--- src/verilog/wdtt_pkg.sv ---
// wdtt_pkg: constants, register map and carrier types for the two-stage watchdog.
// assumes a 32-bit classic wishbone slave port and one 20 MHz clock.
// Overview of operation
// - 32-bit down counter with a programmable load register supplying the reload value.
// - once enabled, counter reaching zero is the first timeout and raises the interrupt.
// - setting the counter enable also turns on the interrupt enable.
// - at first timeout reload the counter and keep counting down.
// - second zero with interrupt uncleared and reset enabled asserts system reset.
// - if interrupt cleared before second timeout, reload and resume counting.
// - writing the load register while running loads the counter at once.
// - once locked, writes changing configuration, enables included, are ignored.
// - an interrupt-clear write deasserts the timeout interrupt source.
// - status readable raw or masked by interrupt enable, one meaning active.
// - a reload value of zero generates the timeout interrupt immediately.
// - with stall set, counter freezes while the processor is debug-halted.
// - a control enables reset on second timeout; ignored while locked.
package wdtt_pkg;

  localparam int unsigned WDTT_DW = 32;
  localparam int unsigned WDTT_AW = 8;

  // register byte offsets
  localparam logic [WDTT_AW-1:0] WDTT_OFF_LOAD   = 8'h00;
  localparam logic [WDTT_AW-1:0] WDTT_OFF_VALUE  = 8'h04;
  localparam logic [WDTT_AW-1:0] WDTT_OFF_CTRL   = 8'h08;
  localparam logic [WDTT_AW-1:0] WDTT_OFF_ICLR   = 8'h0C;
  localparam logic [WDTT_AW-1:0] WDTT_OFF_RIS    = 8'h10;
  localparam logic [WDTT_AW-1:0] WDTT_OFF_MIS    = 8'h14;
  localparam logic [WDTT_AW-1:0] WDTT_OFF_LOCK   = 8'h18;

  // control bit positions
  localparam int unsigned WDTT_CTRL_INTEN = 0;
  localparam int unsigned WDTT_CTRL_RESEN = 1;
  localparam int unsigned WDTT_CTRL_STALL = 2;

  localparam logic [WDTT_DW-1:0] WDTT_LOAD_RST   = 32'hFFFF_FFFF;
  localparam logic [WDTT_DW-1:0] WDTT_UNLOCK_KEY = 32'h1ACC_E551;
  localparam logic [WDTT_DW-1:0] WDTT_ZERO       = 32'h0000_0000;
  localparam logic [WDTT_DW-1:0] WDTT_ONE        = 32'h0000_0001;

  typedef struct packed {
    logic              cyc;
    logic              stb;
    logic              we;
    logic [3:0]        sel;
    logic [WDTT_AW-1:0] adr;
    logic [WDTT_DW-1:0] dat;
  } wdtt_wb_req_s;

  typedef struct packed {
    logic              ack;
    logic [WDTT_DW-1:0] dat;
  } wdtt_wb_rsp_s;

endpackage : wdtt_pkg

--- src/verilog/wdtt_sync.sv ---
// wdtt_sync: two-flop synchroniser for one level from outside the clock domain.
// assumes clk_i is the block clock; stage one is read only by stage two.
`timescale 1ns/100ps
module wdtt_sync
  import wdtt_pkg::*;
(
  input  wire logic clk_i,
  input  wire logic rst_i,
  input  wire logic ce_i,
  input  wire logic d_i,
  output logic      q_o
);
  logic meta_q;
  logic meta_d;
  logic sync_q;
  logic sync_d;

  always_comb
  begin
    meta_d = ce_i ? d_i : meta_q;
    sync_d = ce_i ? meta_q : sync_q;
  end

  always_ff @(posedge clk_i)
  begin
    if (rst_i)
    begin
      meta_q <= 1'b0;
      sync_q <= 1'b0;
    end
    else
    begin
      meta_q <= meta_d;
      sync_q <= sync_d;
    end
  end

  assign q_o = sync_q;
endmodule : wdtt_sync

--- src/verilog/wdtt_top.sv ---
// wdtt_top: two-stage watchdog with wishbone registers, interrupt and reset request.
// assumes a classic wishbone master on clk_i; dbg_halt_i comes from another domain.
//
// Our own choices: the register offsets and the Wishbone slave port.
`timescale 1ns/100ps
module wdtt_top
  import wdtt_pkg::*;
(
  input  wire logic               clk_i,
  input  wire logic               rst_i,
  input  wire logic               ce_i,
  input  wire logic               cyc_i,
  input  wire logic               stb_i,
  input  wire logic               we_i,
  input  wire logic [3:0]         sel_i,
  input  wire logic [WDTT_AW-1:0] adr_i,
  input  wire logic [WDTT_DW-1:0] dat_i,
  output logic      [WDTT_DW-1:0] dat_o,
  output logic                    ack_o,
  input  wire logic               dbg_halt_i,
  output logic                    irq_o,
  output logic                    sys_rst_o
);

  wdtt_wb_req_s req;
  logic         halt_s;

  assign req = '{cyc: cyc_i, stb: stb_i, we: we_i, sel: sel_i, adr: adr_i, dat: dat_i};

  wdtt_sync u_halt_sync (
    .clk_i (clk_i),
    .rst_i (rst_i),
    .ce_i  (ce_i),
    .d_i   (dbg_halt_i),
    .q_o   (halt_s)
  );

  // state
  logic [WDTT_DW-1:0] load_q,  load_d;
  logic [WDTT_DW-1:0] cnt_q,   cnt_d;
  logic               run_q,   run_d;
  logic               inten_q, inten_d;
  logic               resen_q, resen_d;
  logic               stall_q, stall_d;
  logic               lock_q,  lock_d;
  logic               ris_q,   ris_d;
  logic               srst_q,  srst_d;
  logic               zload_q, zload_d;
  logic               ack_q,   ack_d;
  logic [WDTT_DW-1:0] rdat_q,  rdat_d;
  logic               irq_q,   irq_d;

  logic               acc;
  logic               wr;
  logic [WDTT_DW-1:0] wmask;
  logic [WDTT_DW-1:0] wval;
  logic               wr_load;
  logic               wr_ctrl;
  logic               wr_iclr;
  logic               wr_lock;
  logic               ticking;
  logic               at_zero;

  // one-cycle ack; a held request is taken again every second cycle, ack dropping in between
  assign acc = req.cyc & req.stb & ~ack_q;
  assign wr  = acc & req.we;

  always_comb
  begin
    for (int i = 0; i < 4; i++)
      wmask[i*8 +: 8] = {8{req.sel[i]}};
  end

  assign wval    = req.dat & wmask;
  assign wr_load = wr & (req.adr == WDTT_OFF_LOAD) & ~lock_q;
  assign wr_ctrl = wr & (req.adr == WDTT_OFF_CTRL) & ~lock_q;
  // clear stays open while locked, or a handler could never acknowledge
  assign wr_iclr = wr & (req.adr == WDTT_OFF_ICLR);
  assign wr_lock = wr & (req.adr == WDTT_OFF_LOCK);

  // halt is seen two clocks late, so a stall starts and ends that much after the pin
  assign ticking = run_q & ~(stall_q & halt_s);
  assign at_zero = ticking & (cnt_q == WDTT_ZERO);

  // counter, configuration and timeout state
  always_comb
  begin
    load_d  = load_q;
    cnt_d   = cnt_q;
    run_d   = run_q;
    inten_d = inten_q;
    resen_d = resen_q;
    stall_d = stall_q;
    lock_d  = lock_q;
    ris_d   = ris_q;
    srst_d  = srst_q;
    zload_d = 1'b0;
    if (ticking)
    begin
      if (at_zero)
      begin
        cnt_d = load_q;
      end
      else
      begin
        cnt_d = cnt_q - WDTT_ONE;
      end
    end
    if (wr_iclr)
    begin
      ris_d = 1'b0;
    end
    if (at_zero)
    begin
      // a timeout in the clear cycle wins over the clear
      if (ris_q & resen_q)
      begin
        srst_d = 1'b1;
      end
      ris_d = 1'b1;
    end
    if (wr_ctrl)
    begin
      if (wval[WDTT_CTRL_INTEN])
      begin
        run_d   = 1'b1;
        inten_d = 1'b1;
      end
      resen_d = wval[WDTT_CTRL_RESEN];
      stall_d = wval[WDTT_CTRL_STALL];
    end
    if (wr_load)
    begin
      load_d = wval;
      cnt_d  = wval;
      zload_d = (wval == WDTT_ZERO);
    end
    // zero load raises status one clock after the write, even when stopped
    if (zload_q)
    begin
      ris_d = 1'b1;
    end
    if (wr_lock)
    begin
      lock_d = (wval != WDTT_UNLOCK_KEY);
    end
    irq_d = ris_d & inten_d;
  end

  // read mux
  always_comb
  begin
    ack_d  = acc;
    rdat_d = WDTT_ZERO;
    if (acc & ~req.we)
    begin
      case (req.adr)
        WDTT_OFF_LOAD:  rdat_d = load_q;
        WDTT_OFF_VALUE: rdat_d = cnt_q;
        WDTT_OFF_CTRL:
        begin
          rdat_d[WDTT_CTRL_INTEN] = inten_q;
          rdat_d[WDTT_CTRL_RESEN] = resen_q;
          rdat_d[WDTT_CTRL_STALL] = stall_q;
        end
        WDTT_OFF_RIS:   rdat_d[0] = ris_q;
        WDTT_OFF_MIS:   rdat_d[0] = ris_q & inten_q;
        WDTT_OFF_LOCK:  rdat_d[0] = lock_q;
        default:        rdat_d = WDTT_ZERO;
      endcase
    end
  end

  always_ff @(posedge clk_i)
  begin
    if (rst_i)
    begin
      load_q  <= WDTT_LOAD_RST;
      cnt_q   <= WDTT_LOAD_RST;
      run_q   <= 1'b0;
      inten_q <= 1'b0;
      resen_q <= 1'b0;
      stall_q <= 1'b0;
      lock_q  <= 1'b0;
      ris_q   <= 1'b0;
      srst_q  <= 1'b0;
      zload_q <= 1'b0;
      ack_q   <= 1'b0;
      rdat_q  <= WDTT_ZERO;
      irq_q   <= 1'b0;
    end
    else if (ce_i)
    begin
      load_q  <= load_d;
      cnt_q   <= cnt_d;
      run_q   <= run_d;
      inten_q <= inten_d;
      resen_q <= resen_d;
      stall_q <= stall_d;
      lock_q  <= lock_d;
      ris_q   <= ris_d;
      srst_q  <= srst_d;
      zload_q <= zload_d;
      ack_q   <= ack_d;
      rdat_q  <= rdat_d;
      irq_q   <= irq_d;
    end
  end

  assign dat_o     = rdat_q;
  assign ack_o     = ack_q;
  assign irq_o     = irq_q;
  assign sys_rst_o = srst_q;

  // checks
  chk_first_timeout: assert property (@(posedge clk_i) disable iff (rst_i)
    (ce_i && at_zero) |=> ris_q)
    else $error("first timeout did not set status");

  chk_enable_ties_int: assert property (@(posedge clk_i) disable iff (rst_i)
    run_q |-> inten_q)
    else $error("counter running without interrupt enable");

  chk_reload_zero: assert property (@(posedge clk_i) disable iff (rst_i)
    (ce_i && at_zero && !wr_load) |=> (cnt_q == $past(load_q)))
    else $error("counter not reloaded at zero");

  chk_second_reset: assert property (@(posedge clk_i) disable iff (rst_i)
    (ce_i && at_zero && ris_q && resen_q) |=> sys_rst_o)
    else $error("second timeout did not assert reset");

  chk_load_write: assert property (@(posedge clk_i) disable iff (rst_i)
    (ce_i && wr_load) |=> (cnt_q == $past(wval)))
    else $error("load write not taken by counter");

  chk_lock_blocks: assert property (@(posedge clk_i) disable iff (rst_i)
    (lock_q && !wr_lock) |=> $stable(load_q) && $stable(resen_q))
    else $error("configuration changed while locked");

  chk_int_clear: assert property (@(posedge clk_i) disable iff (rst_i)
    (ce_i && wr_iclr && !at_zero && !zload_q) |=> !ris_q)
    else $error("interrupt clear ignored");

  chk_zero_load: assert property (@(posedge clk_i) disable iff (rst_i)
    (ce_i && wr_load && wval == WDTT_ZERO) ##1 ce_i |=> ris_q)
    else $error("zero load gave no interrupt");

  chk_stall_hold: assert property (@(posedge clk_i) disable iff (rst_i)
    (ce_i && stall_q && halt_s && !wr_load) |=> $stable(cnt_q))
    else $error("counter moved while stalled");

  chk_count_down: assert property (@(posedge clk_i) disable iff (rst_i)
    (ce_i && ticking && !at_zero && !wr_load) |=> (cnt_q == $past(cnt_q) - WDTT_ONE))
    else $error("counter did not decrement by one");

  // every load also sets the counter, so it never sits above the load value
  chk_count_in_range: assert property (@(posedge clk_i) disable iff (rst_i)
    cnt_q <= load_q)
    else $error("counter above load value");

  chk_first_irq: assert property (@(posedge clk_i) disable iff (rst_i)
    (ce_i && at_zero && inten_q) |=> irq_o)
    else $error("timeout raised no interrupt");

  chk_enable_sets_both: assert property (@(posedge clk_i) disable iff (rst_i)
    (ce_i && wr_ctrl && wval[WDTT_CTRL_INTEN]) |=> (run_q && inten_q))
    else $error("enable write left counter or interrupt off");

  chk_reset_sticky: assert property (@(posedge clk_i) disable iff (rst_i)
    sys_rst_o |=> sys_rst_o)
    else $error("reset request dropped");

  chk_clear_no_reset: assert property (@(posedge clk_i) disable iff (rst_i)
    (ce_i && at_zero && !ris_q && !srst_q) |=> !sys_rst_o)
    else $error("reset after cleared interrupt");

  chk_lock_ctrl: assert property (@(posedge clk_i) disable iff (rst_i)
    (lock_q && !wr_lock) |=> ($stable(run_q) && $stable(inten_q) && $stable(stall_q)))
    else $error("control changed while locked");

  chk_unlock_key: assert property (@(posedge clk_i) disable iff (rst_i)
    (ce_i && wr_lock && wval == WDTT_UNLOCK_KEY) |=> !lock_q)
    else $error("key did not unlock");

  chk_raw_read: assert property (@(posedge clk_i) disable iff (rst_i)
    (ce_i && acc && !req.we && req.adr == WDTT_OFF_RIS) |=> (dat_o[0] == $past(ris_q)))
    else $error("raw status read wrong");

  chk_masked_read: assert property (@(posedge clk_i) disable iff (rst_i)
    (ce_i && acc && !req.we && req.adr == WDTT_OFF_MIS) |=> (dat_o[0] == $past(ris_q && inten_q)))
    else $error("masked status read wrong");

  chk_irq_masked: assert property (@(posedge clk_i) disable iff (rst_i)
    irq_o |-> inten_q)
    else $error("interrupt without enable");

  chk_stall_release: assert property (@(posedge clk_i) disable iff (rst_i)
    (ce_i && stall_q && ticking && !at_zero && !wr_load) |=> !$stable(cnt_q))
    else $error("counter did not resume after halt");

  chk_reset_disabled: assert property (@(posedge clk_i) disable iff (rst_i)
    (ce_i && at_zero && !resen_q && !srst_q) |=> !sys_rst_o)
    else $error("reset while reset disabled");

  chk_ce_freeze: assert property (@(posedge clk_i) disable iff (rst_i)
    !ce_i |=> ($stable(cnt_q) && $stable(ris_q) && $stable(ack_o)))
    else $error("state moved with clock enable low");

endmodule : wdtt_top

--- config.mk ---
export PLATFORM = sky130hd
export DESIGN_NAME = wdtt_top
export DESIGN_NICKNAME = d
export VERILOG_FILES = /design/src/verilog/wdtt_pkg.sv /design/src/verilog/wdtt_sync.sv /design/src/verilog/wdtt_top.sv
export SDC_FILE = /design/constraint.sdc
export NUM_CORES = 1
export LEC_CHECK = 0
export BUFFER_PORTS_ARGS = -buffer_cell sky130_fd_sc_hd__buf_2
export CAP_MARGIN = 30
export CORE_MARGIN = 2
export CORE_UTILIZATION = 52
export CTS_CLUSTER_DIAMETER = 30
export CTS_CLUSTER_SIZE = 14
export DETAILED_ROUTE_END_ITERATION = 8
export PLACE_DENSITY_LB_ADDON = 0.15
export SLEW_MARGIN = 20
export SYNTH_ARGS = -nofsm -noshare
export SYNTH_HDL_FRONTEND = slang
export SYNTH_SLANG_ARGS = --single-unit
--- constraint.sdc ---
create_clock -name clk_i -period 2 [get_ports clk_i]
set_input_delay 0 -clock clk_i [delete_from_list [all_inputs] [get_ports clk_i]]
set_output_delay 0 -clock clk_i [all_outputs]
set_load 0.03 [all_outputs]
# Word level (Yosys, flattened, before mapping)
# Index checks and enable logic that the tools add are counted.
# totals
register_bits	108
output_inout_bits	35
wordCells	67
# op_classes
n_addsub	1
eq_ne	7
n_mux	13
bitwise	21
n_reduce_logical	10
# ops
operator	count
$mux 32	4
$logic_not 32->1	2
$pmux 29 s2	1
$and 32x32->32	1
$ne 32x29->1 const B	1
$sub 32x1->32 const B	1
$eq 8x5->1 const B	3
$and 1x1->1	16
$eq 8x4->1 const B	2
$eq 8x3->1 const B	1
$logic_not 8->1	1
$reduce_and 2->1	4
$mux 1	6
$pmux 1 s6	1
$pmux 2 s3	1
$reduce_and 3->1	2
$not 1->1	4
$reduce_bool 2->1	1

# Longest topological paths before layout
# depth
word_depth	8
ltp_mapped	10

# Modules after synthesis
# Synthesis repeated with hierarchy kept, for this count alone.
# hier_totals
cells_unflattened	753
hier_area_um2	5816.8
# by_module_without_submodules
module	n_inst	cells_each	area_each_um2	seq_area_each_um2
wdtt_top	1	747	5749.3	2122.0
wdtt_sync	1	6	67.6	40.0

# Least setup slack after synthesis
# No wires, ideal clock.
# synth_path
path_type	register to register
from	register cnt_q[3]
to	register cnt_q[16]
setup_time_ns	0.141
arrival_time_ns	1.956
required_time_ns	1.859
setup_slack_ns	-0.097
stages_incl_launch_ff	9
path_buffers	3
cell_sequence	dfxtp_1 buf_6 or4_4 nor4_4 nand4_2 buf_6 buf_2 o211ai_1 nand4_1
# synth_between
elab_chain_cells	5
# synth_rtl
item	line	text
from (decl)	wdtt_top.sv:40	logic [WDTT_DW-1:0] cnt_q, cnt_d;
from (signal assigned)	wdtt_top.sv:195	cnt_q <= cnt_d;
parallel branches: the longest is 2 deep, another holds $sub 32x1->32	n/a	
$mux 32 (*)	wdtt_top.sv:100	if (at_zero)
$mux 32 (*)	wdtt_top.sv:98	if (ticking)
$mux 32 (*)	wdtt_top.sv:132	if (wr_load)
# Mark *: on every way between the ends. The select of a mux whose other input is x is not followed.
# A chain may end at the register's enable or synchronous reset.

# Worst setup path after layout
# layout_path
from	register cnt_q[3]
to	register cnt_q[23]
# The elaborated chain is that of the path after synthesis.

==> impl_metrics.py <==
metrics = {
    "clocking": {
        "htree_levels": 3,
        "cts_root_buffer": "clkbuf_8",
        "clockBufferDepth": 2,
        "clkSinkCount": 108,
        "tritoncts": "built",
        "cts_made_buffers": 9,
        "path_clk_slew_ps": 100,
        "insertion_delay_ps": 400,
    },
    "sta": {
        "layout_setup_ws_ps": -90.79,
        "maxSlewViolCount": 0,
        "rsz0062_at_grt": "true",
        "period_share": 1.045,
        "fin_setup_tns_ps": -793.2,
        "relSlewSlack": 0.6156,
        "fmax_ghz": 0.4783,
        "holdWs_ps": 34.24,
        "setup_viol": 22,
        "worst_pin_slew_ps": 569.2,
        "hold_viol_final": 0,
        "clock_skew_ps": 12.98,
        "period_needed_ps": 2091,
    },
    "final_layout": {
        "diodes": 0,
        "fin_nets": 914,
        "area_growth_pct": 32.69,
        "final_cell_count_no_fill": 1007,
        "drive_above_1_share": 0.2572,
    },
    "floorplan": {
        "initial_core_util": 0.5283,
        "io_pins": 86,
        "rows": 38,
        "die_area_sq_um": 11770,
        "die_w_um": 108.5,
        "die_h_um": 108.5,
        "core_sq_um": 10750,
    },
    "synthesis": {
        "synth_edf_count": 0,
        "synth_area_sq_um": 5677,
        "ys.flop_type": "dfxtp_1",
        "yosys_warnings": 0,
        "synthArstFlopShare": 0,
        "synth_nets": 757,
        "synth_cell_type_count": 61,
        "synth_area_per_cell_sq_um": 8.052,
        "ys_seq_area_frac": 0.3809,
        "netlist_instances": 705,
        "ys_ff_latch": 108,
    },
    "route": {
        "drc": 0,
        "num_vias": 6339,
        "drt_pre_antenna_iters": 5,
        "ant_nets": 0,
        "wirelength_um": 18840,
        "dr.first_iter.drc_count": 641,
        "vias_per_cell": 6.295,
        "wl_per_cell_um": 18.71,
    },
    "hold_path": {
        "min-delay-start": "adr_i[5]",
        "hold_class": "input port to flip-flop",
        "whs_path_depth": 4,
        "worstHoldEndpoint": "dat_o[0]",
    },
    "place": {
        "hpwl_um": 12690,
        "port_buffers": 85,
        "pre_cts_slack_ps": -117.1,
        "gp_congestion": 0.9460,
        "place_inst": 944,
    },
    "grt": {
        "top_usage_layer": "met2",
        "antenna_found_initial": 0,
        "grt_util_met3": 0.06088,
        "gr-usage-all-layers": 0.3227,
        "grt_use_met2": 0.5170,
        "overflow": 0,
        "grt_pass1_vias": 6037,
        "grt.met1_usage": 0.4249,
        "grt_pass1_wl_um": 29840,
        "grt_max_degree": 46,
    },
    "pwr": {
        "p_int_mw": 2.848,
        "comb_power_share": 0.089,
        "pwr_density_cell_nw_per_um2": 507.5,
        "vdd_drop_max_mv": 0.5647,
        "p_seq_frac": 0.564,
        "pwr-share-clk": 0.347,
        "switching_share": 0.2549,
        "power_leakage_nw": 3.122,
        "power_switching_mw": 0.9745,
    },
    "critical_path": {
        "end_kind": "flip-flop",
        "critPathLaunchType": "flip-flop",
        "worstPathMaxFanout": 6,
        "crit_type": "flip-flop to flip-flop",
        "ff2ff_path_depth": 6,
        "regToRegSetupSlack_ps": -90,
        "worstPathRequired_ps": 2340,
        "r2r-end": "cnt_q[23]",
        "critical_path_arrival_ps": 2430,
        "r2r_start": "cnt_q[3]",
    },
    "run": {
        "cap_violations": 0,
    },
    "outcome": {
        "failed_checks": "setup timing",
        "status": "finished, violations left",
    },
}
==> worst max-delay path by stage <==
stage                   from         to  slack [ps]  depth (start not counted)
finish              cnt_q[3]  cnt_q[23]         -90                          6
global route        cnt_q[3]  cnt_q[23]        -170                          6
CTS                 cnt_q[3]  cnt_q[17]         -80                          7
detailed placement  cnt_q[3]  cnt_q[30]        -120                          8
global placement    cnt_q[3]  cnt_q[30]         -50                          8
floorplan           cnt_q[3]  cnt_q[16]         -90                          8
==> cell usage in the layout, fill, tap and decap left out, types with 23 or more instances in the layout <==
| cell type | count |
|---|---|
| nand3_1 | 23 |
| buf_4 | 72 |
| nand2_1 | 95 |
| dlygate4sd3_1 | 43 |
| a22o_1 | 29 |
| buf_2 | 85 |
| dfxtp_1 | 105 |
| o211ai_1 | 48 |
| nor2_1 | 61 |
| a22oi_1 | 29 |
==> layer usage <==
metal	wire, um	part of all wire	up-vias
met2	8653	0.46	328
li1	-	-	2955
met5	0	0	-
met3	1712	0.091	53
met4	456	0.024	0
met1	8017	0.43	3003
==> state kept, by name, indices dropped and copies added, names as in the netlist <==
signal	flops
inten_q	1
ris_q	1
u_halt_sync.meta_q	1
dat_o	32
sys_rst_o	1
resen_q	1
irq_o	1
cnt_q	32
lock_q	1
u_halt_sync.q_o	1
stall_q	1
load_q	32
zload_q	1
run_q	1
ack_o	1
==> worst max-delay path, cell delays in order, from the launching register on <==
cell and delay, ps:
dfxtp_2 340, or4_4 540, nor4_4 230, nand4_2 230, buf_4 210, a2111o_1 390, nand3_1 80
==> cell usage after synthesis (2+ instances only) <==
cell type	number	area (sq um)
buf_1	3	11.26
and2_1	3	18.77
or4_1	9	67.56
clkbuf_1	45	168.9
a22o_1	29	254.0
o21ai_0	19	95.09
o41ai_1	6	52.55
a211oi_1	5	37.54
buf_6	2	22.52
nor4_2	3	37.54
a221oi_1	7	61.31
mux2i_1	9	90.09
and3_1	6	37.54
nand2_1	95	356.6
a32oi_1	5	43.79
o211ai_1	48	360.4
inv_1	7	26.28
xnor2_1	8	70.07
a31oi_1	10	62.56
nand4_1	19	118.9
and4b_1	3	30.03
clkinv_1	2	7.510
a21oi_1	21	105.1
a41oi_1	2	17.52
a21o_1	3	22.52
o21a_1	4	30.03
dfxtp_1	108	2162
nand2b_1	4	25.02
xor2_1	10	87.58
o21ai_1	5	25.02
nor4_1	14	87.58
nand4b_1	2	17.52
o31ai_1	3	22.52
buf_2	13	65.06
nand3_1	26	130.1
or3_1	10	62.56
nor2_1	63	236.5
a22oi_1	29	217.7
nor3_1	23	115.1
==> kinds of logic (layout without fill, tap and decap cells) <==
kind of cell | count (synthesis) | in the layout | share of synthesized area
mux | 10 | 10 | 0.01785
simple gates | 288 | 288 | 0.2510
flops | 108 | 108 | 0.3809
xor+xnor | 18 | 18 | 0.02777
compound gates | 206 | 206 | 0.2649
fa+ha+maj | 1 | 1 | 0.002204
buf+inv | 74 | 236 | 0.05532
==> layout make-up <==
type / count / area (sq um)
multi-input combinational: 523 / 3387
tap: 140 / 175.2
clock inverter: 3 / 20.02
fill: 880 / 3213
timing repair buffer: 211 / 1582
clock buffer: 13 / 168.9
sequential: 108 / 2166
inverter: 9 / 33.78
==> power by group through the flow <==
stage / Clock (mW) / Sequential [mW] / Combinational [mW]
final: 1.33 / 2.16 / 0.339
after global routing: 1.42 / 2.16 / 0.358
after CTS: 1.33 / 2.16 / 0.326
after detailed placement: 0 / 2.21 / 0.260
after global placement: 0 / 2.21 / 0.256
after floorplan: 0 / 2.21 / 0.120
==> stage by stage <==
step / area [sq um] / util / power, mW
floorplan: 5684 / - / 2.329
global placement: 6698 / 0.6233 / 2.462
detailed placement: 6698 / 0.6233 / 2.466
CTS: 7418 / 0.6904 / 3.814
global route: 7532 / 0.7010 / 3.941
finish: 7532 / 0.7010 / 3.823
==> repair_timing <==
action	4_1_cts	5_1_grt
setup buffers	2	2
endpoints found under the setup margin	23	32
hold endpoints to repair	57	0
pin swaps	7	12
gates resized for setup	19	21
hold buffers	43	0
Note: power is estimated with default switching activity, not from simulation.
